**src/inc/cmpc_defines.svh**
```systemverilog
`ifndef CMPC_DEFINES_SVH
`define CMPC_DEFINES_SVH
// Contract
// - Listen-only receives, never drives dominant.
// - Module disabled stops all clocks.
// - Sleep keeps only register access clocks.
// - Wake interrupt needs sleep, wake enable, irq enable.
// - Stop-in-wait powers down, then restarts normally; from sleep the code returns to sleep instead.
// - Wait without stop-in-wait keeps running.
// - CPU stop powers down unless the module is disabled.
// - Sleep waits for transmit and reception end.
// - Sleep acknowledge set once sleep is active.
// - Bus-off recovery count pauses during sleep.
// - Sleep: pin recessive, no shift, no abort.
// - Wake disabled holds internal receive recessive.
// - Leave sleep on bus activity or clear.
// - Sleep request clear refused before acknowledge.
// - After wake wait eleven recessive bits.
// - Deferred actions run on wake-up.
// - Init aborts traffic, forces pin recessive.
// - Init resets control registers, opens configuration.
// - Init acknowledge after two plus three clocks.
// - Init request clear refused before acknowledge.
// - Power-down stops all; recovery unless asleep.
// - Optional low-pass filter on wake input.

// ****************************************************************
// Register map
// ****************************************************************
`define CMPC_OFS_CTRL          8'h00
`define CMPC_OFS_STAT          8'h04
`define CMPC_CTRL_SLEEP_REQ    0
`define CMPC_CTRL_INIT_REQ     1
`define CMPC_CTRL_WAKE_EN      2
`define CMPC_CTRL_STOP_IN_WAIT 3
`define CMPC_CTRL_LISTEN       4
`define CMPC_CTRL_ENABLE       5
`define CMPC_CTRL_FILT_MODE    6
`define CMPC_CTRL_WAKE_IRQ_EN  7
`define CMPC_CTRL_RESET        8'h02
`define CMPC_STAT_SLEEP_ACK    0
`define CMPC_STAT_INIT_ACK     1
`define CMPC_STAT_WAKE_FLAG    2
`define CMPC_STAT_RESYNC       3
`define CMPC_RESP_OKAY         2'h0
`define CMPC_RESP_SLVERR       2'h2
`define CMPC_RESP_DECERR       2'h3

// ****************************************************************
// Timing counts in clock cycles; resync count in bit times
// ****************************************************************
`define CMPC_INIT_BUS_CLKS     2
`define CMPC_INIT_CAN_CLKS     3
`define CMPC_INIT_DLY          (`CMPC_INIT_BUS_CLKS + `CMPC_INIT_CAN_CLKS)
`define CMPC_RESYNC_BITS       11
`define CMPC_RECOVERY_CYC      16
`define CMPC_FILT_LEN          8
`endif

```
**src/inc/cmpc_pkg.sv**
```systemverilog
package cmpc_pkg;

    typedef enum logic [3:0] {
        CMPC_DISABLED,
        CMPC_NORMAL,
        CMPC_SLEEP_PEND,
        CMPC_SLEEP,
        CMPC_RESYNC,
        CMPC_INIT_PEND,
        CMPC_INIT,
        CMPC_PDOWN,
        CMPC_RECOVER
    } cmpc_mode_t;

    typedef struct packed {
        logic wakeup_interrupt_enable;
        logic wakeup_filter_mode;
        logic module_enable;
        logic listen_only;
        logic stop_in_wait;
        logic wakeup_function_enable;
        logic init_request;
        logic sleep_request;
    } cmpc_ctrl_t;

    typedef struct packed {
        cmpc_mode_t mode;
        cmpc_ctrl_t ctrl;
        logic       sleep_acknowledge;
        logic       init_acknowledge;
        logic       wake_flag;
        logic       was_sleep;
        logic [4:0] cnt;
        logic       rx_s1;
        logic       rx_s2;
        logic       aw_have;
        logic [7:0] aw_addr;
        logic       w_have;
        logic [7:0] wdata;
        logic       wstrb0;
        logic       bvalid;
        logic [1:0] bresp;
        logic       rvalid;
        logic [7:0] rdata;
        logic [1:0] rresp;
        logic       restart;
        logic       deferred;
        logic       irq;
    } cmpc_state_t;

endpackage : cmpc_pkg

```
**src/cmpc_wake_filter.sv**
```systemverilog
`include "cmpc_defines.svh"

// ****************************************************************
// Bus activity detector with optional low-pass filter
// ****************************************************************
module cmpc_wake_filter
    import cmpc_pkg::*;
#(
    parameter int FILT_LEN = `CMPC_FILT_LEN
)
(
    input  wire logic mclk_i,
    input  wire logic resetn_i,
    input  wire logic rx_i,
    input  wire logic arm_i,
    input  wire logic filter_en_i,
    output logic      activity_o
);

    localparam int CW = $clog2(FILT_LEN + 1);

    typedef struct packed {
        logic [CW-1:0] cnt;
    } cmpc_filt_state_t;

    cmpc_filt_state_t s;
    cmpc_filt_state_t n;

    // A dominant level must persist for the full filter length to count.
    always_comb
    begin
        n = s;
        if (!arm_i || rx_i)
            n.cnt = '0;
        else if (s.cnt != CW'(FILT_LEN))
            n.cnt = s.cnt + CW'(1);
    end

    always_ff @(posedge mclk_i)
    begin
        if (!resetn_i)
            s <= '0;
        else
            s <= n;
    end

    assign activity_o = arm_i && !rx_i
                        && (!filter_en_i || s.cnt == CW'(FILT_LEN - 1));

    a_filter_hold : assert property (@(posedge mclk_i) disable iff (!resetn_i)
        activity_o && filter_en_i |-> $past(!rx_i && arm_i, FILT_LEN - 1))
        else $error("Filtered wake-up without a long enough dominant level.");

endmodule : cmpc_wake_filter

```
**src/cmpc_mode_ctrl.sv**
```systemverilog
// The implementer's own choices: the AXI4-Lite interface to the registers and the placing of the registers.
`include "cmpc_defines.svh"

// ****************************************************************
// Operating mode and low-power control with AXI4-Lite registers
// ****************************************************************
module cmpc_mode_ctrl
    import cmpc_pkg::*;
(
    input  wire logic       mclk_i,
    input  wire logic       resetn_i,
    input  wire logic       s_axi_awvalid,
    output logic            s_axi_awready,
    input  wire logic [7:0] s_axi_awaddr,
    input  wire logic       s_axi_wvalid,
    output logic            s_axi_wready,
    input  wire logic [31:0] s_axi_wdata,
    input  wire logic [3:0] s_axi_wstrb,
    output logic            s_axi_bvalid,
    input  wire logic       s_axi_bready,
    output logic [1:0]      s_axi_bresp,
    input  wire logic       s_axi_arvalid,
    output logic            s_axi_arready,
    input  wire logic [7:0] s_axi_araddr,
    output logic            s_axi_rvalid,
    input  wire logic       s_axi_rready,
    output logic [31:0]     s_axi_rdata,
    output logic [1:0]      s_axi_rresp,
    input  wire logic       cpu_wait_i,
    input  wire logic       cpu_stop_i,
    input  wire logic       bus_rx_pin_i,
    output logic            bus_tx_pin_o,
    input  wire logic       core_tx_i,
    output logic            core_rx_o,
    input  wire logic       core_rx_busy_i,
    input  wire logic [2:0] tx_buffer_empty_flag_i,
    input  wire logic       bus_off_i,
    input  wire logic       bit_tick_i,
    output logic            core_clk_en_o,
    output logic            reg_clk_en_o,
    output logic            core_abort_o,
    output logic            core_restart_o,
    output logic            deferred_go_o,
    output logic            rx_shift_allow_o,
    output logic            abort_allow_o,
    output logic            busoff_count_en_o,
    output logic            init_regs_reset_o,
    output logic            config_wr_en_o,
    output logic            wakeup_irq_o
);

    cmpc_state_t s;
    cmpc_state_t n;
    logic        activity;
    logic        arm;
    logic        pdown_req;
    logic        do_wr;

    // ****************************************************************
    // Helpers
    // ****************************************************************
    function automatic logic [1:0] cmpc_sel(input logic [7:0] addr);
        if (addr == `CMPC_OFS_CTRL)
            return 2'h0;
        if (addr == `CMPC_OFS_STAT)
            return 2'h1;
        return 2'h3;
    endfunction : cmpc_sel

    function automatic cmpc_ctrl_t cmpc_ctrl_unpack(input logic [7:0] b);
        cmpc_ctrl_t c;
        c.sleep_request           = b[`CMPC_CTRL_SLEEP_REQ];
        c.init_request            = b[`CMPC_CTRL_INIT_REQ];
        c.wakeup_function_enable  = b[`CMPC_CTRL_WAKE_EN];
        c.stop_in_wait            = b[`CMPC_CTRL_STOP_IN_WAIT];
        c.listen_only             = b[`CMPC_CTRL_LISTEN];
        c.module_enable           = b[`CMPC_CTRL_ENABLE];
        c.wakeup_filter_mode      = b[`CMPC_CTRL_FILT_MODE];
        c.wakeup_interrupt_enable = b[`CMPC_CTRL_WAKE_IRQ_EN];
        return c;
    endfunction : cmpc_ctrl_unpack

    function automatic logic [7:0] cmpc_ctrl_pack(input cmpc_ctrl_t c);
        logic [7:0] b;
        b = 8'h00;
        b[`CMPC_CTRL_SLEEP_REQ]    = c.sleep_request;
        b[`CMPC_CTRL_INIT_REQ]     = c.init_request;
        b[`CMPC_CTRL_WAKE_EN]      = c.wakeup_function_enable;
        b[`CMPC_CTRL_STOP_IN_WAIT] = c.stop_in_wait;
        b[`CMPC_CTRL_LISTEN]       = c.listen_only;
        b[`CMPC_CTRL_ENABLE]       = c.module_enable;
        b[`CMPC_CTRL_FILT_MODE]    = c.wakeup_filter_mode;
        b[`CMPC_CTRL_WAKE_IRQ_EN]  = c.wakeup_interrupt_enable;
        return b;
    endfunction : cmpc_ctrl_pack

    // ****************************************************************
    // Wake-up detection
    // ****************************************************************
    assign arm = s.ctrl.wakeup_function_enable
                 && (s.mode == CMPC_SLEEP || (s.mode == CMPC_PDOWN && s.was_sleep));

    cmpc_wake_filter #(
        .FILT_LEN (`CMPC_FILT_LEN)
    ) u_wake_filter (
        .mclk_i      (mclk_i),
        .resetn_i    (resetn_i),
        .rx_i        (s.rx_s2),
        .arm_i       (arm),
        .filter_en_i (s.ctrl.wakeup_filter_mode),
        .activity_o  (activity)
    );

    // ****************************************************************
    // Next state
    // ****************************************************************
    assign pdown_req = cpu_stop_i || (cpu_wait_i && s.ctrl.stop_in_wait);
    assign do_wr     = s.aw_have && s.w_have && !s.bvalid;

    always_comb
    begin
        cmpc_ctrl_t w;
        w = cmpc_ctrl_unpack(s.wdata);
        n = s;
        n.rx_s1    = bus_rx_pin_i;
        n.rx_s2    = s.rx_s1;
        n.restart  = 1'b0;
        n.deferred = 1'b0;
        n.irq      = 1'b0;

        // Write channel: address and data are taken in either order.
        if (s_axi_awvalid && s_axi_awready)
        begin
            n.aw_have = 1'b1;
            n.aw_addr = s_axi_awaddr;
        end
        if (s_axi_wvalid && s_axi_wready)
        begin
            n.w_have = 1'b1;
            n.wdata  = s_axi_wdata[7:0];
            n.wstrb0 = s_axi_wstrb[0];
        end
        if (s.bvalid && s_axi_bready)
            n.bvalid = 1'b0;
        if (do_wr)
        begin
            n.aw_have = 1'b0;
            n.w_have  = 1'b0;
            n.bvalid  = 1'b1;
            n.bresp   = `CMPC_RESP_OKAY;
            if (s.mode == CMPC_PDOWN)
                n.bresp = `CMPC_RESP_SLVERR;
            else if (cmpc_sel(s.aw_addr) == 2'h3)
                n.bresp = `CMPC_RESP_DECERR;
            else if (s.wstrb0 && cmpc_sel(s.aw_addr) == 2'h0)
            begin
                n.ctrl = w;
                if (!s.sleep_acknowledge && s.ctrl.sleep_request)
                    n.ctrl.sleep_request = 1'b1;
                if (!s.init_acknowledge && s.ctrl.init_request)
                    n.ctrl.init_request = 1'b1;
            end
            else if (s.wstrb0 && s.wdata[`CMPC_STAT_WAKE_FLAG])
                n.wake_flag = 1'b0;
        end

        // Read channel.
        if (s.rvalid && s_axi_rready)
            n.rvalid = 1'b0;
        if (s_axi_arvalid && s_axi_arready)
        begin
            n.rvalid = 1'b1;
            n.rresp  = `CMPC_RESP_OKAY;
            n.rdata  = 8'h00;
            if (s.mode == CMPC_PDOWN)
                n.rresp = `CMPC_RESP_SLVERR;
            else if (cmpc_sel(s_axi_araddr) == 2'h0)
                n.rdata = cmpc_ctrl_pack(s.ctrl);
            else if (cmpc_sel(s_axi_araddr) == 2'h1)
            begin
                n.rdata[`CMPC_STAT_SLEEP_ACK] = s.sleep_acknowledge;
                n.rdata[`CMPC_STAT_INIT_ACK]  = s.init_acknowledge;
                n.rdata[`CMPC_STAT_WAKE_FLAG] = s.wake_flag;
                n.rdata[`CMPC_STAT_RESYNC]    = (s.mode == CMPC_RESYNC);
            end
            else
                n.rresp = `CMPC_RESP_DECERR;
        end

        // Mode sequencing; hardware events win over software clears.
        if (!s.ctrl.module_enable)
        begin
            n.mode              = CMPC_DISABLED;
            n.sleep_acknowledge = 1'b0;
            n.init_acknowledge  = 1'b0;
        end
        else if (pdown_req && s.mode != CMPC_PDOWN && s.mode != CMPC_DISABLED)
        begin
            n.was_sleep = (s.mode == CMPC_SLEEP);
            n.mode      = CMPC_PDOWN;
        end
        else
        begin
            unique case (s.mode)
                CMPC_DISABLED:
                begin
                    n.cnt  = 5'h00;
                    n.mode = s.ctrl.init_request ? CMPC_INIT_PEND : CMPC_RESYNC;
                end
                CMPC_NORMAL:
                begin
                    n.cnt = 5'h00;
                    if (s.ctrl.init_request)
                        n.mode = CMPC_INIT_PEND;
                    else if (s.ctrl.sleep_request)
                        n.mode = CMPC_SLEEP_PEND;
                end
                CMPC_SLEEP_PEND:
                begin
                    n.cnt = 5'h00;
                    if (s.ctrl.init_request)
                        n.mode = CMPC_INIT_PEND;
                    else if ((&tx_buffer_empty_flag_i) && !core_rx_busy_i)
                    begin
                        n.mode              = CMPC_SLEEP;
                        n.sleep_acknowledge = 1'b1;
                    end
                end
                CMPC_SLEEP:
                begin
                    n.cnt = 5'h00;
                    if (s.ctrl.init_request)
                        n.mode = CMPC_INIT_PEND;
                    else if (!s.ctrl.sleep_request)
                    begin
                        n.mode              = CMPC_RESYNC;
                        n.sleep_acknowledge = 1'b0;
                    end
                    else if (activity)
                    begin
                        n.mode                = CMPC_RESYNC;
                        n.sleep_acknowledge   = 1'b0;
                        n.ctrl.sleep_request  = 1'b0;
                        n.wake_flag           = 1'b1;
                        n.irq = s.ctrl.wakeup_interrupt_enable;
                    end
                end
                CMPC_RESYNC:
                begin
                    if (s.ctrl.init_request)
                    begin
                        n.mode = CMPC_INIT_PEND;
                        n.cnt  = 5'h00;
                    end
                    else if (bit_tick_i && !s.rx_s2)
                        n.cnt = 5'h00;
                    else if (bit_tick_i && s.cnt == 5'(`CMPC_RESYNC_BITS - 1))
                    begin
                        n.mode     = CMPC_NORMAL;
                        n.deferred = 1'b1;
                    end
                    else if (bit_tick_i)
                        n.cnt = s.cnt + 5'h01;
                end
                CMPC_INIT_PEND:
                begin
                    n.cnt = s.cnt + 5'h01;
                    if (s.cnt == 5'(`CMPC_INIT_DLY - 1))
                    begin
                        n.mode             = CMPC_INIT;
                        n.init_acknowledge = 1'b1;
                    end
                end
                CMPC_INIT:
                begin
                    n.cnt                          = 5'h00;
                    n.ctrl.sleep_request           = 1'b0;
                    n.ctrl.wakeup_function_enable  = 1'b0;
                    n.ctrl.stop_in_wait            = 1'b0;
                    n.ctrl.wakeup_interrupt_enable = 1'b0;
                    n.sleep_acknowledge            = 1'b0;
                    n.wake_flag                    = 1'b0;
                    if (!s.ctrl.init_request)
                    begin
                        n.mode             = CMPC_RESYNC;
                        n.init_acknowledge = 1'b0;
                    end
                end
                CMPC_PDOWN:
                begin
                    n.cnt = 5'h00;
                    if (activity)
                    begin
                        n.wake_flag = 1'b1;
                        n.irq       = s.ctrl.wakeup_interrupt_enable;
                    end
                    if (!pdown_req)
                        n.mode = s.was_sleep ? CMPC_SLEEP : CMPC_RECOVER;
                end
                CMPC_RECOVER:
                begin
                    n.cnt = s.cnt + 5'h01;
                    if (s.cnt == 5'(`CMPC_RECOVERY_CYC - 1))
                    begin
                        n.mode    = CMPC_NORMAL;
                        n.restart = 1'b1;
                    end
                end
            endcase
        end
    end

    always_ff @(posedge mclk_i)
    begin
        if (!resetn_i)
        begin
            s      <= '0;
            s.mode <= CMPC_DISABLED;
            s.ctrl <= cmpc_ctrl_t'(`CMPC_CTRL_RESET);
            s.rx_s1 <= 1'b1;
            s.rx_s2 <= 1'b1;
        end
        else
            s <= n;
    end

    // ****************************************************************
    // Outputs
    // ****************************************************************
    assign s_axi_awready = !s.aw_have && !s.bvalid;
    assign s_axi_wready  = !s.w_have && !s.bvalid;
    assign s_axi_bvalid  = s.bvalid;
    assign s_axi_bresp   = s.bresp;
    assign s_axi_arready = !s.rvalid;
    assign s_axi_rvalid  = s.rvalid;
    assign s_axi_rdata   = {24'h000000, s.rdata};
    assign s_axi_rresp   = s.rresp;

    assign core_clk_en_o = s.mode inside {CMPC_NORMAL, CMPC_SLEEP_PEND, CMPC_RESYNC,
                                          CMPC_INIT_PEND, CMPC_RECOVER};
    assign reg_clk_en_o  = !(s.mode inside {CMPC_DISABLED, CMPC_PDOWN});
    assign bus_tx_pin_o  = (s.mode inside {CMPC_NORMAL, CMPC_SLEEP_PEND})
                           && !s.ctrl.listen_only ? core_tx_i : 1'b1;
    assign core_rx_o     = (s.mode inside {CMPC_SLEEP, CMPC_PDOWN})
                           && !s.ctrl.wakeup_function_enable ? 1'b1 :
                           s.ctrl.listen_only ? (s.rx_s2 & core_tx_i) : s.rx_s2;
    assign core_abort_o      = s.mode inside {CMPC_INIT_PEND, CMPC_INIT, CMPC_PDOWN};
    assign rx_shift_allow_o  = s.mode != CMPC_SLEEP;
    assign abort_allow_o     = s.mode != CMPC_SLEEP;
    assign busoff_count_en_o = bus_off_i
                               && (s.mode inside {CMPC_NORMAL, CMPC_SLEEP_PEND, CMPC_RESYNC});
    assign init_regs_reset_o = s.mode == CMPC_INIT;
    assign config_wr_en_o    = s.mode == CMPC_INIT && s.init_acknowledge;
    assign core_restart_o    = s.restart;
    assign deferred_go_o     = s.deferred;
    assign wakeup_irq_o      = s.irq;

    // ****************************************************************
    // Assertions
    // ****************************************************************
    a_listen_tx_recessive : assert property (@(posedge mclk_i) disable iff (!resetn_i)
        s.ctrl.listen_only |-> bus_tx_pin_o)
        else $error("Dominant level driven in listen-only mode.");

    a_disable_clocks_off : assert property (@(posedge mclk_i) disable iff (!resetn_i)
        !s.ctrl.module_enable |=> !core_clk_en_o && !reg_clk_en_o)
        else $error("Clocks running while module disabled.");

    a_sleep_reg_clock : assert property (@(posedge mclk_i) disable iff (!resetn_i)
        s.mode == CMPC_SLEEP |-> !core_clk_en_o && reg_clk_en_o && bus_tx_pin_o)
        else $error("Wrong clocks or pin in sleep.");

    a_wake_irq_cause : assert property (@(posedge mclk_i) disable iff (!resetn_i)
        wakeup_irq_o |-> $past(s.ctrl.wakeup_interrupt_enable && s.sleep_acknowledge
                               && s.ctrl.sleep_request && s.ctrl.wakeup_function_enable))
        else $error("Wake-up interrupt without its enabling conditions.");

    a_stop_to_pdown : assert property (@(posedge mclk_i) disable iff (!resetn_i)
        cpu_stop_i && s.ctrl.module_enable && s.mode != CMPC_DISABLED
        |=> s.mode == CMPC_PDOWN)
        else $error("CPU stop did not power down.");

    a_sleep_waits_tx : assert property (@(posedge mclk_i) disable iff (!resetn_i)
        s.mode == CMPC_SLEEP_PEND && !(&tx_buffer_empty_flag_i) |=> !s.sleep_acknowledge)
        else $error("Sleep acknowledged with transmit pending.");

    a_sleep_clear_lock : assert property (@(posedge mclk_i) disable iff (!resetn_i)
        $fell(s.ctrl.sleep_request) |-> $past(s.sleep_acknowledge) || $past(s.mode == CMPC_INIT))
        else $error("Sleep request cleared before acknowledge.");

    a_init_ack_delay : assert property (@(posedge mclk_i) disable iff (!resetn_i)
        $rose(s.init_acknowledge) |-> $past(s.mode == CMPC_INIT_PEND, 5)
                                      && $past(s.mode == CMPC_INIT_PEND, 1))
        else $error("Init acknowledge delay is not five cycles.");

    a_init_tx_recess : assert property (@(posedge mclk_i) disable iff (!resetn_i)
        s.ctrl.init_request && s.mode != CMPC_DISABLED |=> bus_tx_pin_o)
        else $error("Transmit pin not recessive on init request.");

endmodule : cmpc_mode_ctrl

```
**config.mk**
```make
export PLATFORM = sky130hd
export DESIGN_NAME = cmpc_mode_ctrl
export DESIGN_NICKNAME = d
export VERILOG_FILES = /design/src/inc/cmpc_pkg.sv /design/src/cmpc_wake_filter.sv /design/src/cmpc_mode_ctrl.sv
export VERILOG_INCLUDE_DIRS = /design/src /design/src/inc
export SDC_FILE = /design/constraint.sdc
export NUM_CORES = 1
export LEC_CHECK = 0
export BUFFER_PORTS_ARGS = -buffer_cell sky130_fd_sc_hd__buf_2
export CAP_MARGIN = 20
export CORE_ASPECT_RATIO = 1.5
export CORE_UTILIZATION = 45
export DETAILED_ROUTE_END_ITERATION = 12
export GPL_TIMING_DRIVEN = 0
export PLACE_DENSITY = 0.76
export SLEW_MARGIN = 15
export SYNTH_ARGS = -nofsm -noshare
export SYNTH_HDL_FRONTEND = slang
export SYNTH_SLANG_ARGS = --single-unit
export TNS_END_PERCENT = 1
```
**constraint.sdc**
```tcl
create_clock -name mclk_i -period 1.8 [get_ports mclk_i]
set_input_delay 0.09 -clock mclk_i [delete_from_list [all_inputs] [get_ports mclk_i]]
set_output_delay 0.09 -clock mclk_i [all_outputs]
set_load 0.05 [all_outputs]
```
# After elaboration in Yosys (flattened, before gate mapping)
# Cells that the tools add are included.
[word_totals]
ram_bits = 0
latchBits = 0
out_inout_bits = 54
memories = 0
wordCells = 292
mem_bits_ro = 0
regBits = 63
[op_classes]
order_cmp = 0
n_mux = 132
n_reduce_logical = 76
n_addsub = 2
bitwise_logic = 8
shifts = 0
n_mul = 0
eq_ne = 43
n_div = 0
[ops]
columns = ["op", "n"]
rows = [
  ["$mux W4", 19],
  ["$mux W2", 32],
  ["$mux W1", 60],
  ["$mux W8", 5],
  ["$pmux W4 S9", 1],
  ["$ne A4 B4 Y1 const B", 8],
  ["$logic_and A1 B1 Y1", 27],
  ["$mux W5", 5],
  ["$ne A3 B3 Y1 const B", 7],
  ["$eq A4 B3 Y1 const B", 5],
  ["$reduce_and A9 Y1", 2],
  ["$eq A8 B3 Y1 const B", 2],
  ["$logic_not A8 Y1", 2],
  ["$pmux W5 S3", 1],
  ["$ne A2 B2 Y1 const B", 7],
  ["$logic_not A1 Y1", 13],
  ["$reduce_and A4 Y1", 3],
  ["$reduce_bool A2 Y1", 6],
  ["$reduce_or A6 Y1", 2],
  ["$mux W11", 1],
  ["$eq A5 B4 Y1 const B", 2],
  ["$reduce_bool A3 Y1", 3],
  ["$eq A4 B2 Y1 const B", 2],
  ["$mux W7", 1],
  ["other kinds (27)", 45],
]

# Longest topological paths before layout
# Gate-level depths: netlist of the first run.
[depth]
word_depth = 36
mapped_depth = 8
depth_no_buf = 7

# Modules after synthesis
# A second synthesis of the first run with hierarchy kept.
[unflattened]
cells_unflattened = 422
hier_area_um2 = 3445.8
[by_module_without_submodules]
columns = ["mod", "instances", "area_each_um2", "cells_per_inst", "seq_area_each_um2"]
rows = [
  ["cmpc_mode_ctrl", 1, 3221.8, 398, 1181.1],
  ["cmpc_wake_filter", 1, 224.0, 24, 80.1],
]

# Worst setup path after synthesis of the first run
# Ideal clock, no wire load.
[synth_path]
path_kind = "reg2out"
from = "reg s[56] (netlist name)"
to = "out config_wr_en_o"
t_required_ns = 1.710
setup_slack_ns = -0.473
stages_incl_launch_ff = 5
arrival_ns = 2.183
cell_sequence = "dfxtp_1 buf_2 nor2b_1 nor2b_1 and2_1"
[synth_between]
elab_chain_len = 2
[synth_rtl]
columns = ["item", "line", "source"]
rows = [
  ["start, declared", "cmpc_mode_ctrl.sv:52", "cmpc_state_t s;"],
  ["start signal, assigned", "cmpc_mode_ctrl.sv:324", "s <= n;"],
  ["$eq A4 B3 Y1", "--", ""],
  ["named net init_regs_reset_o", "cmpc_mode_ctrl.sv:47", "output logic init_regs_reset_o,"],
  ["$logic_and A1 B1 Y1", "cmpc_mode_ctrl.sv:353", "assign config_wr_en_o = s.mode == CMPC_INIT && s.init_acknowledge;"],
  ["end, declared", "cmpc_mode_ctrl.sv:48", "output logic config_wr_en_o,"],
]
# The timed path passes the listed nets, and every way through them passes these cells.

# Worst setup path after layout of the first run
[layout_path]
from = "reg s[38] (netlist name)"
to = "reg s[57] (netlist name)"
[layout_between]
elab_chain_len = 4
word_cells_on_any_way = 8
classes_between = "6 x eq/ne; 2 x reduce/logical"
[layout_rtl]
columns = ["item", "line", "source"]
rows = [
  ["$eq A5 B4 Y1", "cmpc_mode_ctrl.sv:257", "else if (bit_tick_i && s.cnt == 5'(`CMPC_RESYNC_BITS - 1))"],
  ["$logic_and A1 B1 Y1", "cmpc_mode_ctrl.sv:257", ""],
  ["$ne A4 B4 Y1 (no source line)", "--", ""],
  ["$reduce_and A9 Y1 (no source line) *", "--", ""],
]
# Every way passes the cells marked *; elsewhere a longest branch is shown, timed or not.
# A chain may end at the register's enable or synchronous reset.

==> results of run 1 <==
-- cells in the mapped netlist (all sizes together), types with 5 or more instances --
master  count
nand4       5
nand3       9
and2        6
a211oi      8
clkbuf     11
a21oi      31
nand2      55
nand2b      9
inv         7
mux2i      12
ha          6
nor2b       8
o21ai      11
nor3       10
xnor2       5
dfxtp      63
buf        45
nor2       54
and3        5
-- sequential cells by signal (all words and copies together) (netlist names), 2 cells and up --
name	flops
s	41
s_axi_rresp	2
s_axi_rdata	8
u_wake_filter.s	4
s_axi_bresp	2
-- routing by layer --
metal / share of wire, % / track usage [%] / vias to the layer above
met5: 0 / 0 / -
met4: 3.3 / 12.9 / 0
met3: 4.9 / 4.62 / 26
met2: 53 / 43.3 / 141
met1: 39 / 25.7 / 1634
li1: - / - / 1680
-- worst max-delay path, delay by kind of cell (launching register included) --
| family | cells | cell delay [ns] |
|---|---|---|
| mux | 1 | 0.30 |
| simple gates | 1 | 0.26 |
| fa+ha+maj | 1 | 0.18 |
| buf+inv | 1 | 0.08 |
| flops | 1 | 0.33 |
| compound gates | 3 | 0.70 |
-- cells by family (layout without fill, tap and decap cells) --
family	Yosys count	count (layout)	share of synthesized area [%]
fa+ha+maj	7	7	2.47
mux	12	12	3.49
buf+inv	64	173	11.3
other cells	1	24	0.109
compound gates	82	82	16.3
simple gates	190	190	27.8
xor+xnor	7	7	1.78
flops	63	63	36.7
-- final cells by class --
cell class	count	area (sq um)	share of cell area, %
Timing Repair Buffer	93	589	12.5
Clock buffer	12	135	2.87
Clock inverter	4	70.1	1.49
Multi-Input combinational cell	322	2090	44.3
Buffer	56	404	8.57
Sequential cell	63	1270	27.0
Tap cell	100	125	2.65
Inverter	8	30.0	0.637
-- metrics by stage --
stage / setup slack (ns) / cells
finish: -0.147 / 658
global route: -0.213 / 658
CTS: -0.0799 / 658
detailed placement: -0.447 / 619
global placement: -0.432 / 619
floorplan: -0.202 / 449
-- worst min-delay path by stage --
stage | from | slack [ns] | end | cells past startpoint
after detailed placement | s_axi_rready | 0.28 | s_axi_rvalid | 2
after global routing | s_axi_wdata[1] | 0.04 | s[19] | 3
final | s_axi_bready | 0.02 | s_axi_bvalid | 3
after global placement | s_axi_rready | 0.28 | s_axi_rvalid | 2
after CTS | s_axi_wdata[1] | 0.000003 | s[19] | 3
after floorplan | s_axi_rready | 0.19 | s_axi_rvalid | 1
-- power by group through the flow --
stage | sequential, W | combinational [W] | clock (W)
floorplan | 0.00150 | 0.000338 | 0
global placement | 0.00149 | 0.000438 | 0
detailed placement | 0.00149 | 0.000442 | 0
CTS | 0.00146 | 0.000492 | 0.00132
global route | 0.00146 | 0.000535 | 0.00138
finish | 0.00146 | 0.000499 | 0.00130
-- what timing repair did --
action                     CTS  global route
setup buffers                4             0
hold buffers                18             0
hold endpoints to repair    18             0
resized for setup           55            24
pin swaps                   13             5
gates cloned                 1             0
setup endpoints to repair   36            27
==> key figures, run 1 <==
Status
  – Run status: complete, but fails checks
  – Failing checks: setup timing

Timing
  – Clock Skew: roughly 0.0084 ns
  – Slew at the pin closest to its max-slew limit: 0.516 ns
  – Fin. max-slew vios: 0
  – Max Clk Rate: a little over 500 MHz
  – Hold Violations, Final: 0
  – Min cycle time layout: 1.95 ns
  – Worst Hold Margin: 0.0197 ns
  – Final WS setup: -0.147 ns
  – Setup-failing EPs final: 9
  – Slew headroom: 65.3%
  – Period utilization: 108%
  – Setup TNS: -0.623 ns
  – RSZ-0062 raised after global routing: true

Clock tree
  – Htree depth: 3
  – Clk root buf: clkbuf_8
  – Clock slew at reported path FFs: around 0.070 ns
  – Num CTS Buffers: 9
  – Worst skew pair latency: 0.34 ns
  – Clk buf depth: 2
  – Sink Count: between 60 and 70
  – CTS tree: done

Finish
  – Layout Nets: 628
  – Commonest non-fill, non-tap cells in the layout: 67 x buf_2, 57 x dfxtp_1, 55 x nand2_1, 47 x nor2_1, 44 x buf_4
  – Layout fillers: 633
  – P&R area growth vs syn: 37.1%
  – N_diodes: 0
  – Post-route cell area: between 4000 and 5000 sq um
  – Most common cell after layout, fill and taps aside: buf_2
  – Layout cell share with drive strength beyond 1: between 30% and 40%
  – Final core occ: between 60 and 70%

Route
  – Initial DRC count: approximately 250
  – Via Count: 3481
  – Drt first pass iters: 6
  – Wire per inst: ~14 um
  – Via density: between 5 and 6
  – DRT antenna net count: 0
  – Drt drc: 0
  – WL final: ~9300 um

Logic synthesis
  – Post-synth EDFFs: 0
  – Distinct cells, synth: 63
  – Post-synthesis average cell area: 8.07 sq um
  – Synthesized area: ~3400 sq um
  – Post-synth ARST share: 0%
  – Cells after synthesis: around 430
  – Dominant cells by area after synthesis: dfxtp_1 37%, buf_4 8.3%, nand2_1 6.0%
  – Synth warnings: 0
  – Share of Yosys cell area claimed by the top area cell type: between 30% and 40%
  – Sequential area share after synthesis: 36.7%
  – Cell taking the most area after synthesis: dfxtp_1
  – Synth Register Bits: 63
  – Synth Flop Type: dfxtp_1

Critical path
  – FF-to-FF End: s[57]
  – Flop2flop setup slack: -0.15 ns
  – Crit. Startpoint: s[38]
  – Worst path arrival time: ~2.2 ns
  – Worst Reg-to-Reg Cells: 7
  – Worst setup SP type: register
  – R2R Path Start: s[38]
  – Crit path max fanout: 4
  – Setup crit end kind: register
  – Crit Path Category: register to register
  – Slowest Stage Delay on Critical Path: 0.33 ns
  – Slowest cell on crit path: dfxtp_2
  – Worst-path cell chain: inv_1 -> ha_1 -> nor4bb_4 -> a311oi_2 -> a211o_1 -> o31ai_2 -> mux2i_1
  – Worst EP required: slightly above 2 ns
  – CP endpoint: s[57]

Place
  – IO buf count: 70
  – Placed cell areas: 4010 sq um
  – DP HPWL: 6640 um
  – Final GP Congestion: around 0.88

Floorplan
  – Die Span X: 73.4 um
  – Row Count: 38
  – Core ar.: approximately 7300 sq um
  – Num ports: 123
  – Chip height: approximately 110 um
  – Initial Utilization: 47.0%
  – DIE AREA: approximately 8000 sq um

Pwr
  – Net switching power: slightly below 0.0009 W
  – Net switching fraction of the power: a little over a quarter
  – Total power: 0.00326 W
  – Clock power share: 39.9%
  – P_int: 0.00239 W
  – Leak Pwr: 1.98 nW
  – Sequential share of power: 44.8%
  – Logic gate share of total power: between 15 and 20%
  – IR drop worst, VDD: about 0.67 mV
  – Pwr dens: ~690 nW/um^2

Global routing
  – Initial antenna violation count: 0
  – Overflow after GRT: 0
  – Largest net degree at the start of global routing: 11
  – First-pass GRT wire length: between 10000 and 15000 um
  – Vias in the first global route: ~3200
  – Total track usage: around a quarter

Flow run
  – Max Cap Violations: 0

Min path
  – Hold Path Class: primary input to register
Power figures use the tool's default switching activity.
==> run 2: changes to the inputs <==
--- a/config.mk
+++ b/config.mk
@@ -8,11 +8,13 @@
 export LEC_CHECK = 0
 export BUFFER_PORTS_ARGS = -buffer_cell sky130_fd_sc_hd__buf_2
 export CAP_MARGIN = 20
+export CELL_PAD_IN_SITES_DETAIL_PLACEMENT = 1
+export CELL_PAD_IN_SITES_GLOBAL_PLACEMENT = 1
 export CORE_ASPECT_RATIO = 1.5
-export CORE_UTILIZATION = 45
+export CORE_UTILIZATION = 32
 export DETAILED_ROUTE_END_ITERATION = 12
 export GPL_TIMING_DRIVEN = 0
-export PLACE_DENSITY = 0.76
+export PLACE_DENSITY_LB_ADDON = 0.1
 export SLEW_MARGIN = 15
 export SYNTH_ARGS = -nofsm -noshare
 export SYNTH_HDL_FRONTEND = slang
==> run 2 against run 1 <==
The flow still finishes with violations (setup timing); first-iteration DRC count shrank 69%; fmax grew 4.7%; critical path type unchanged; highest routed layer unchanged; cell count grew 7.0%.
==> key figures, run 2 (synthesis gave the netlist of run 1 again) <==
Finish
  – Layout Nets: 630
  – Layout cell share with drive strength beyond 1: around a third
  – P&R area growth vs syn: 41.2%
  – N_diodes: 0
  – Final core occ: around 46%
  – Post-route cell area: 4860 sq um
  – Commonest non-fill, non-tap cells in the layout: 66 x buf_2, 57 x dfxtp_1, 54 x nand2_1, 51 x buf_4, 48 x nor2_1
  – Most common cell after layout, fill and taps aside: buf_2
  – Max reg flops: 41
  – Most flops, register: s

Flow run
  – Max Cap Violations: 0

Timing
  – Fin. max-slew vios: 0
  – Hold Violations, Final: 0
  – Worst Hold Margin: ~0.012 ns
  – RSZ-0062 raised after global routing: true
  – Period utilization: 103%
  – Slew at the pin closest to its max-slew limit: a little under 0.6 ns
  – Setup-failing EPs final: 11
  – Clock Skew: around 0.0074 ns
  – Setup TNS: -0.280 ns
  – Max Clk Rate: about 540 MHz
  – Min cycle time layout: ~1.9 ns
  – Slew headroom: between 60% and 70%
  – Final WS setup: -0.0602 ns

Clock tree
  – Htree depth: 3
  – Sink Count: 63
  – Clk buf depth: 2
  – Clk root buf: clkbuf_16
  – Num CTS Buffers: 9
  – Worst skew pair latency: approximately 0.33 ns
  – CTS tree: done
  – Clock slew at reported path FFs: approximately 0.05 ns

Critical path
  – Slowest cell on crit path: or4_4
  – Crit path max fanout: 5
  – Worst-path cell chain: or4_4 -> nor3_4 -> and4b_1 -> buf_6 -> nand2_2 -> a221o_1
  – Worst EP required: around 2.0 ns
  – Slowest Stage Delay on Critical Path: about 0.55 ns
  – Crit Path Category: register to register
  – Worst setup SP type: register
  – Worst path arrival time: about 2.1 ns
  – Setup crit end kind: register

Place
  – Placed cell areas: just over 4000 sq um
  – DP HPWL: 8350 um
  – IO buf count: 70
  – Pre-CTS WS: -0.498 ns
  – Final GP Congestion: 0.889

Floorplan
  – DIE AREA: between 10000 and 15000 sq um
  – Core ar.: approximately 11000 sq um
  – Num ports: about 120
  – Chip height: around 130 um
  – Row Count: 46
  – Initial Utilization: between 30% and 40%
  – Die Span X: 86.6 um

Global routing
  – Vias in the first global route: 3521
  – Largest net degree at the start of global routing: 13
  – Initial antenna violation count: 0
  – First-pass GRT wire length: roughly 18000 um
  – Overflow after GRT: 0
  – Total track usage: between 20% and 30%

Status
  – Run status: complete, but fails checks
  – Failing checks: setup timing

Pwr
  – Sequential share of power: a little under 40%
  – IR drop worst, VDD: between 0.4 and 0.5 mV
  – Net switching power: a little over 0.001 W
  – Pwr dens: 763 nW/um^2
  – Net switching fraction of the power: between 20% and 30%
  – Logic gate share of total power: a little over an eighth
  – Clock power share: 46.9%
  – P_int: ~0.0027 W
  – Leak Pwr: a little over 2 nW

Min path
  – Hold Path Class: primary input to register

Route
  – Wire per inst: around 16 um
  – Via density: ~5
  – Drt first pass iters: 5
  – Drt drc: 0
  – DRT antenna net count: 0
  – Via Count: 3452
  – WL final: between 10000 and 15000 um
  – Initial DRC count: 79
[run 2: stage by stage]
stage / instances / power (W)
after CTS: 704 / 0.00375
after global routing: 704 / 0.00386
final: 704 / 0.00370
after detailed placement: 663 / 0.00195
after global placement: 663 / 0.00194
after floorplan: 449 / 0.00183
[run 2: final timing paths]
path,startpoint,to,slack (ns),cells past startpoint
worst max-delay path,s[33],s[48],-0.06,6
worst min-delay path,s_axi_wdata[7],s[25],0.01,3
worst min register to register,n[36],s[36],0.41,1
worst max register to register,s[33],s[48],-0.06,6
[run 2: layer usage]
layer,track usage (%),share of wire [%],up-vias
li1,-,-,1696
met4,10.8,3.5,0
met1,21.1,38,1656
met2,40.2,56,73
met3,3.66,3.0,27
met5,0,0,-
[run 2: timing repair]
item                                   in CTS  in global routing
gates resized for setup                    62                 12
setup endpoints to repair                  42                 36
buffers inserted                           11                  0
cloned                                      1                  0
endpoints found under the hold margin      13                  0
hold buffers                               13                  0
pin swaps                                  16                  5
[run 2: cell type report]
cell class | count | area, sq um
Clock buffer | 9 | 225
Tap cell | 144 | 180
Buffer | 56 | 410
Multi-Input combinational cell | 322 | 2060
Inverter | 8 | 30.0
Clock inverter | 7 | 71.3
Timing Repair Buffer | 95 | 604
Sequential cell | 63 | 1270
Fill cell | 1270 | 5680
[run 2: power by group through the flow]
stage / clock network [W] / registers, W / logic (W)
floorplan: 0 / 0.00150 / 0.000338
global placement: 0 / 0.00149 / 0.000451
detailed placement: 0 / 0.00150 / 0.000455
CTS: 0.00178 / 0.00147 / 0.000504
global route: 0.00184 / 0.00147 / 0.000544
finish: 0.00174 / 0.00146 / 0.000502
[run 2: critical path, delay by kind of cell (launching register included)]
family / cells / cell delay (ns)
buffers and inverters: 1 / 0.15
flip-flops: 1 / 0.32
AO/OA/AOI/OAI: 1 / 0.28
AND/OR/NAND/NOR: 4 / 1.00
==> run 3: changes to the inputs <==
--- a/config.mk
+++ b/config.mk
@@ -11,7 +11,7 @@
 export CELL_PAD_IN_SITES_DETAIL_PLACEMENT = 1
 export CELL_PAD_IN_SITES_GLOBAL_PLACEMENT = 1
 export CORE_ASPECT_RATIO = 1.5
-export CORE_UTILIZATION = 32
+export CORE_UTILIZATION = 36
 export DETAILED_ROUTE_END_ITERATION = 12
 export GPL_TIMING_DRIVEN = 0
 export PLACE_DENSITY_LB_ADDON = 0.1
==> constraint.sdc (replaced) <==
create_clock -name mclk_i -period 1.92 [get_ports mclk_i]
set_input_delay 0.096 -clock mclk_i [delete_from_list [all_inputs] [get_ports mclk_i]]
set_output_delay 0.096 -clock mclk_i [all_outputs]
set_load 0.05 [all_outputs]
==> run 3 against run 2 <==
The flow still finishes with violations (setup timing); global-route usage rose by 1.6 points; register-to-register slack hardly changed; combinational power is 12% lower; clock-buffer cell count is 2 higher; fmax fell by 5.5%; highest routed layer unchanged; total power fell by 2.9%; non-clock buffer count shrank 17; first-iteration DRC count is 58% higher; sequential share of layout area is 1.4 points higher; sequential cell count did not move; wire length is 3.6% lower; worst hold slack worse by 0.011 ns; critical endpoint unchanged.
==> key figures, run 3 (synthesis gave the netlist of run 1 again) <==
Status
  – Run status: complete, but fails checks
  – Failing checks: setup timing

Critical path
  – CP bufs+invs: 1
  – Flop2flop setup slack: -0.05 ns
  – Worst setup SP type: register
  – Crit Path Category: register to register
  – FF-to-FF End: s[48]
  – Worst path arrival time: 2.19 ns
  – Worst-path cell chain: or4_4 -> nor3_4 -> and4b_1 -> buf_6 -> nand2_1 -> a221o_1
  – R2R Path Start: s[33]
  – Delay-heaviest family, CP: simple AND/OR/NAND/NOR gates
  – Slowest Stage Delay on Critical Path: approximately 0.57 ns
  – Worst Reg-to-Reg Cells: 6
  – Setup crit end kind: register
  – Worst EP required: approximately 2.1 ns
  – Slowest cell on crit path: or4_4
  – Crit path max fanout: 10

Finish
  – P&R area growth vs syn: 33.8%
  – Layout cell share with drive strength beyond 1: 30.4%
  – Max reg flops: a little over 40
  – Most flops, register: s
  – Layout Nets: 613
  – Most common cell after layout, fill and taps aside: buf_2
  – Commonest non-fill, non-tap cells in the layout: 67 x buf_2, 58 x dfxtp_1, 55 x nand2_1, 50 x nor2_1, 44 x buf_4
  – Fin cells: 655
  – N_diodes: 0
  – Final core occ: about half

Route
  – Via Count: about 3400
  – WL met2: 6020 um
  – WL final: roughly 11000 um
  – DRT antenna net count: 0
  – Met1 WL: 3980 um
  – Drt first pass iters: 4
  – Wire per inst: between 15 and 20 um
  – Routed wl met3: between 300 and 400 um
  – Drt drc: 0
  – Via density: around 5
  – Initial DRC count: approximately 130
  – DR top layer: met4

Clock tree
  – Sink Count: 63
  – Htree depth: 3
  – CTS tree: done
  – Worst skew pair latency: approximately 0.33 ns
  – Clock slew at reported path FFs: around 0.050 ns
  – Clk buf depth: 2
  – Clk root buf: clkbuf_16
  – Num CTS Buffers: 9

Timing
  – Slew headroom: between 50% and 60%
  – Slew at the pin closest to its max-slew limit: slightly above 0.7 ns
  – Min cycle time layout: slightly below 2 ns
  – Final WS setup: -0.0494 ns
  – Clock Skew: roughly 0.0053 ns
  – Period utilization: 103%
  – Hold Violations, Final: 0
  – Max Clk Rate: about 500 MHz
  – RSZ-0062 raised after global routing: true
  – Fin. max-slew vios: 0
  – Setup TNS: -0.0887 ns
  – Setup-failing EPs final: 3

Global routing
  – Total track usage: 22.5%
  – Vias in the first global route: approximately 3400
  – First-pass GRT wire length: 16600 um
  – Largest net degree at the start of global routing: 12
  – Overflow after GRT: 0
  – Initial antenna violation count: 0

Place
  – Placed cell count: roughly 630
  – DP HPWL: ~8100 um
  – Pre-CTS WS: -0.406 ns
  – IO buf count: 70
  – Final GP Congestion: ~0.9

Pwr
  – IR drop worst, VDD: 0.549 mV
  – Pwr dens: 782 nW/um^2
  – Leak Pwr: 1.95 nW

Floorplan
  – Initial Utilization: a little under two fifths
  – Core ar.: about 9300 sq um
  – Die Span X: ~80 um
  – Row Count: 43
  – Num ports: about 120
  – Chip height: around 120 um
  – DIE AREA: roughly 10000 sq um

Min path
  – Hold Path Class: primary input to register
  – Hold depth: 3
  – WHS Endpoint: s[27]
  – Worst Hold Launch: s_axi_awaddr[0]

Flow run
  – Max Cap Violations: 0
-- run 3: changes by cell type in the layout (fill, tap and decap cells not counted), sizes merged --
cell,before,now
clkinvlp,3,1
dlygate4sd3,13,6
bufinv,1,2
inv,8,7
buf,128,114
clkbuf,19,25
-- run 3: area by class of cell --
class | count | area (sq um)
timing repair buffer | 78 | 433
sequential | 63 | 1270
fill | 1159 | 4650
tap | 112 | 140
clock buffer | 11 | 243
multi-input combinational | 322 | 2010
clock inverter | 5 | 81.3
inverter | 8 | 30.0
buffer | 56 | 393
-- run 3: stage by stage --
step / instance area [sq um] / power, W / hold slack [ns]
2_1_floorplan: 3530 / 0.00172 / 0.195
3_3_place_gp: 4020 / 0.00182 / 0.289
3_5_place_dp: 4020 / 0.00183 / 0.291
4_1_cts: 4560 / 0.00363 / 0.00138
5_1_grt: 4600 / 0.00371 / 0.0144
6_report: 4600 / 0.00360 / 0.000881
-- run 3: layer usage --
| metal | vias to the layer above | track usage [%] |
|---|---|---|
| met5 | - | 0 |
| met4 | 0 | 10.6 |
| met3 | 18 | 3.00 |
| met2 | 76 | 43.9 |
| met1 | 1619 | 22.4 |
| li1 | 1659 | - |
-- run 3: worst register-to-register path: cells and delay by family, from the launching register on --
kind,cells,cell delay (ns)
flip-flops,1,0.31
buffers and inverters,1,0.16
AO/OA/AOI/OAI,1,0.29
AND/OR/NAND/NOR,4,1.10
-- run 3: power breakdown --
group	total [W]	switching, W	internal (W)
clock	0.00178	0.000608	0.00117
combinational	0.000444	0.000300	0.000144
sequential	0.00137	0.0000236	0.00135
-- run 3: worst max path at each step --
stage	slack, ns	startpoint	cells past startpoint	endpoint
2_1_floorplan	-0.1	s_axi_bvalid	5	s[17]
3_3_place_gp	-0.50	s[58]	6	s[42]
3_5_place_dp	-0.41	u_wake_filter.s[0]	6	s[44]
4_1_cts	-0.04	s[30]	6	s[47]
5_1_grt	-0.12	s[33]	6	s[47]
6_report	-0.05	s[33]	6	s[48]
-- run 3: what timing repair did --
action,in CTS,in global routing
endpoints found under the setup margin,38,27
gates resized for setup,36,14
setup buffers,2,0
endpoints found under the hold margin,6,0
cloned,0,0
pin swaps,4,3
hold buffers,6,0
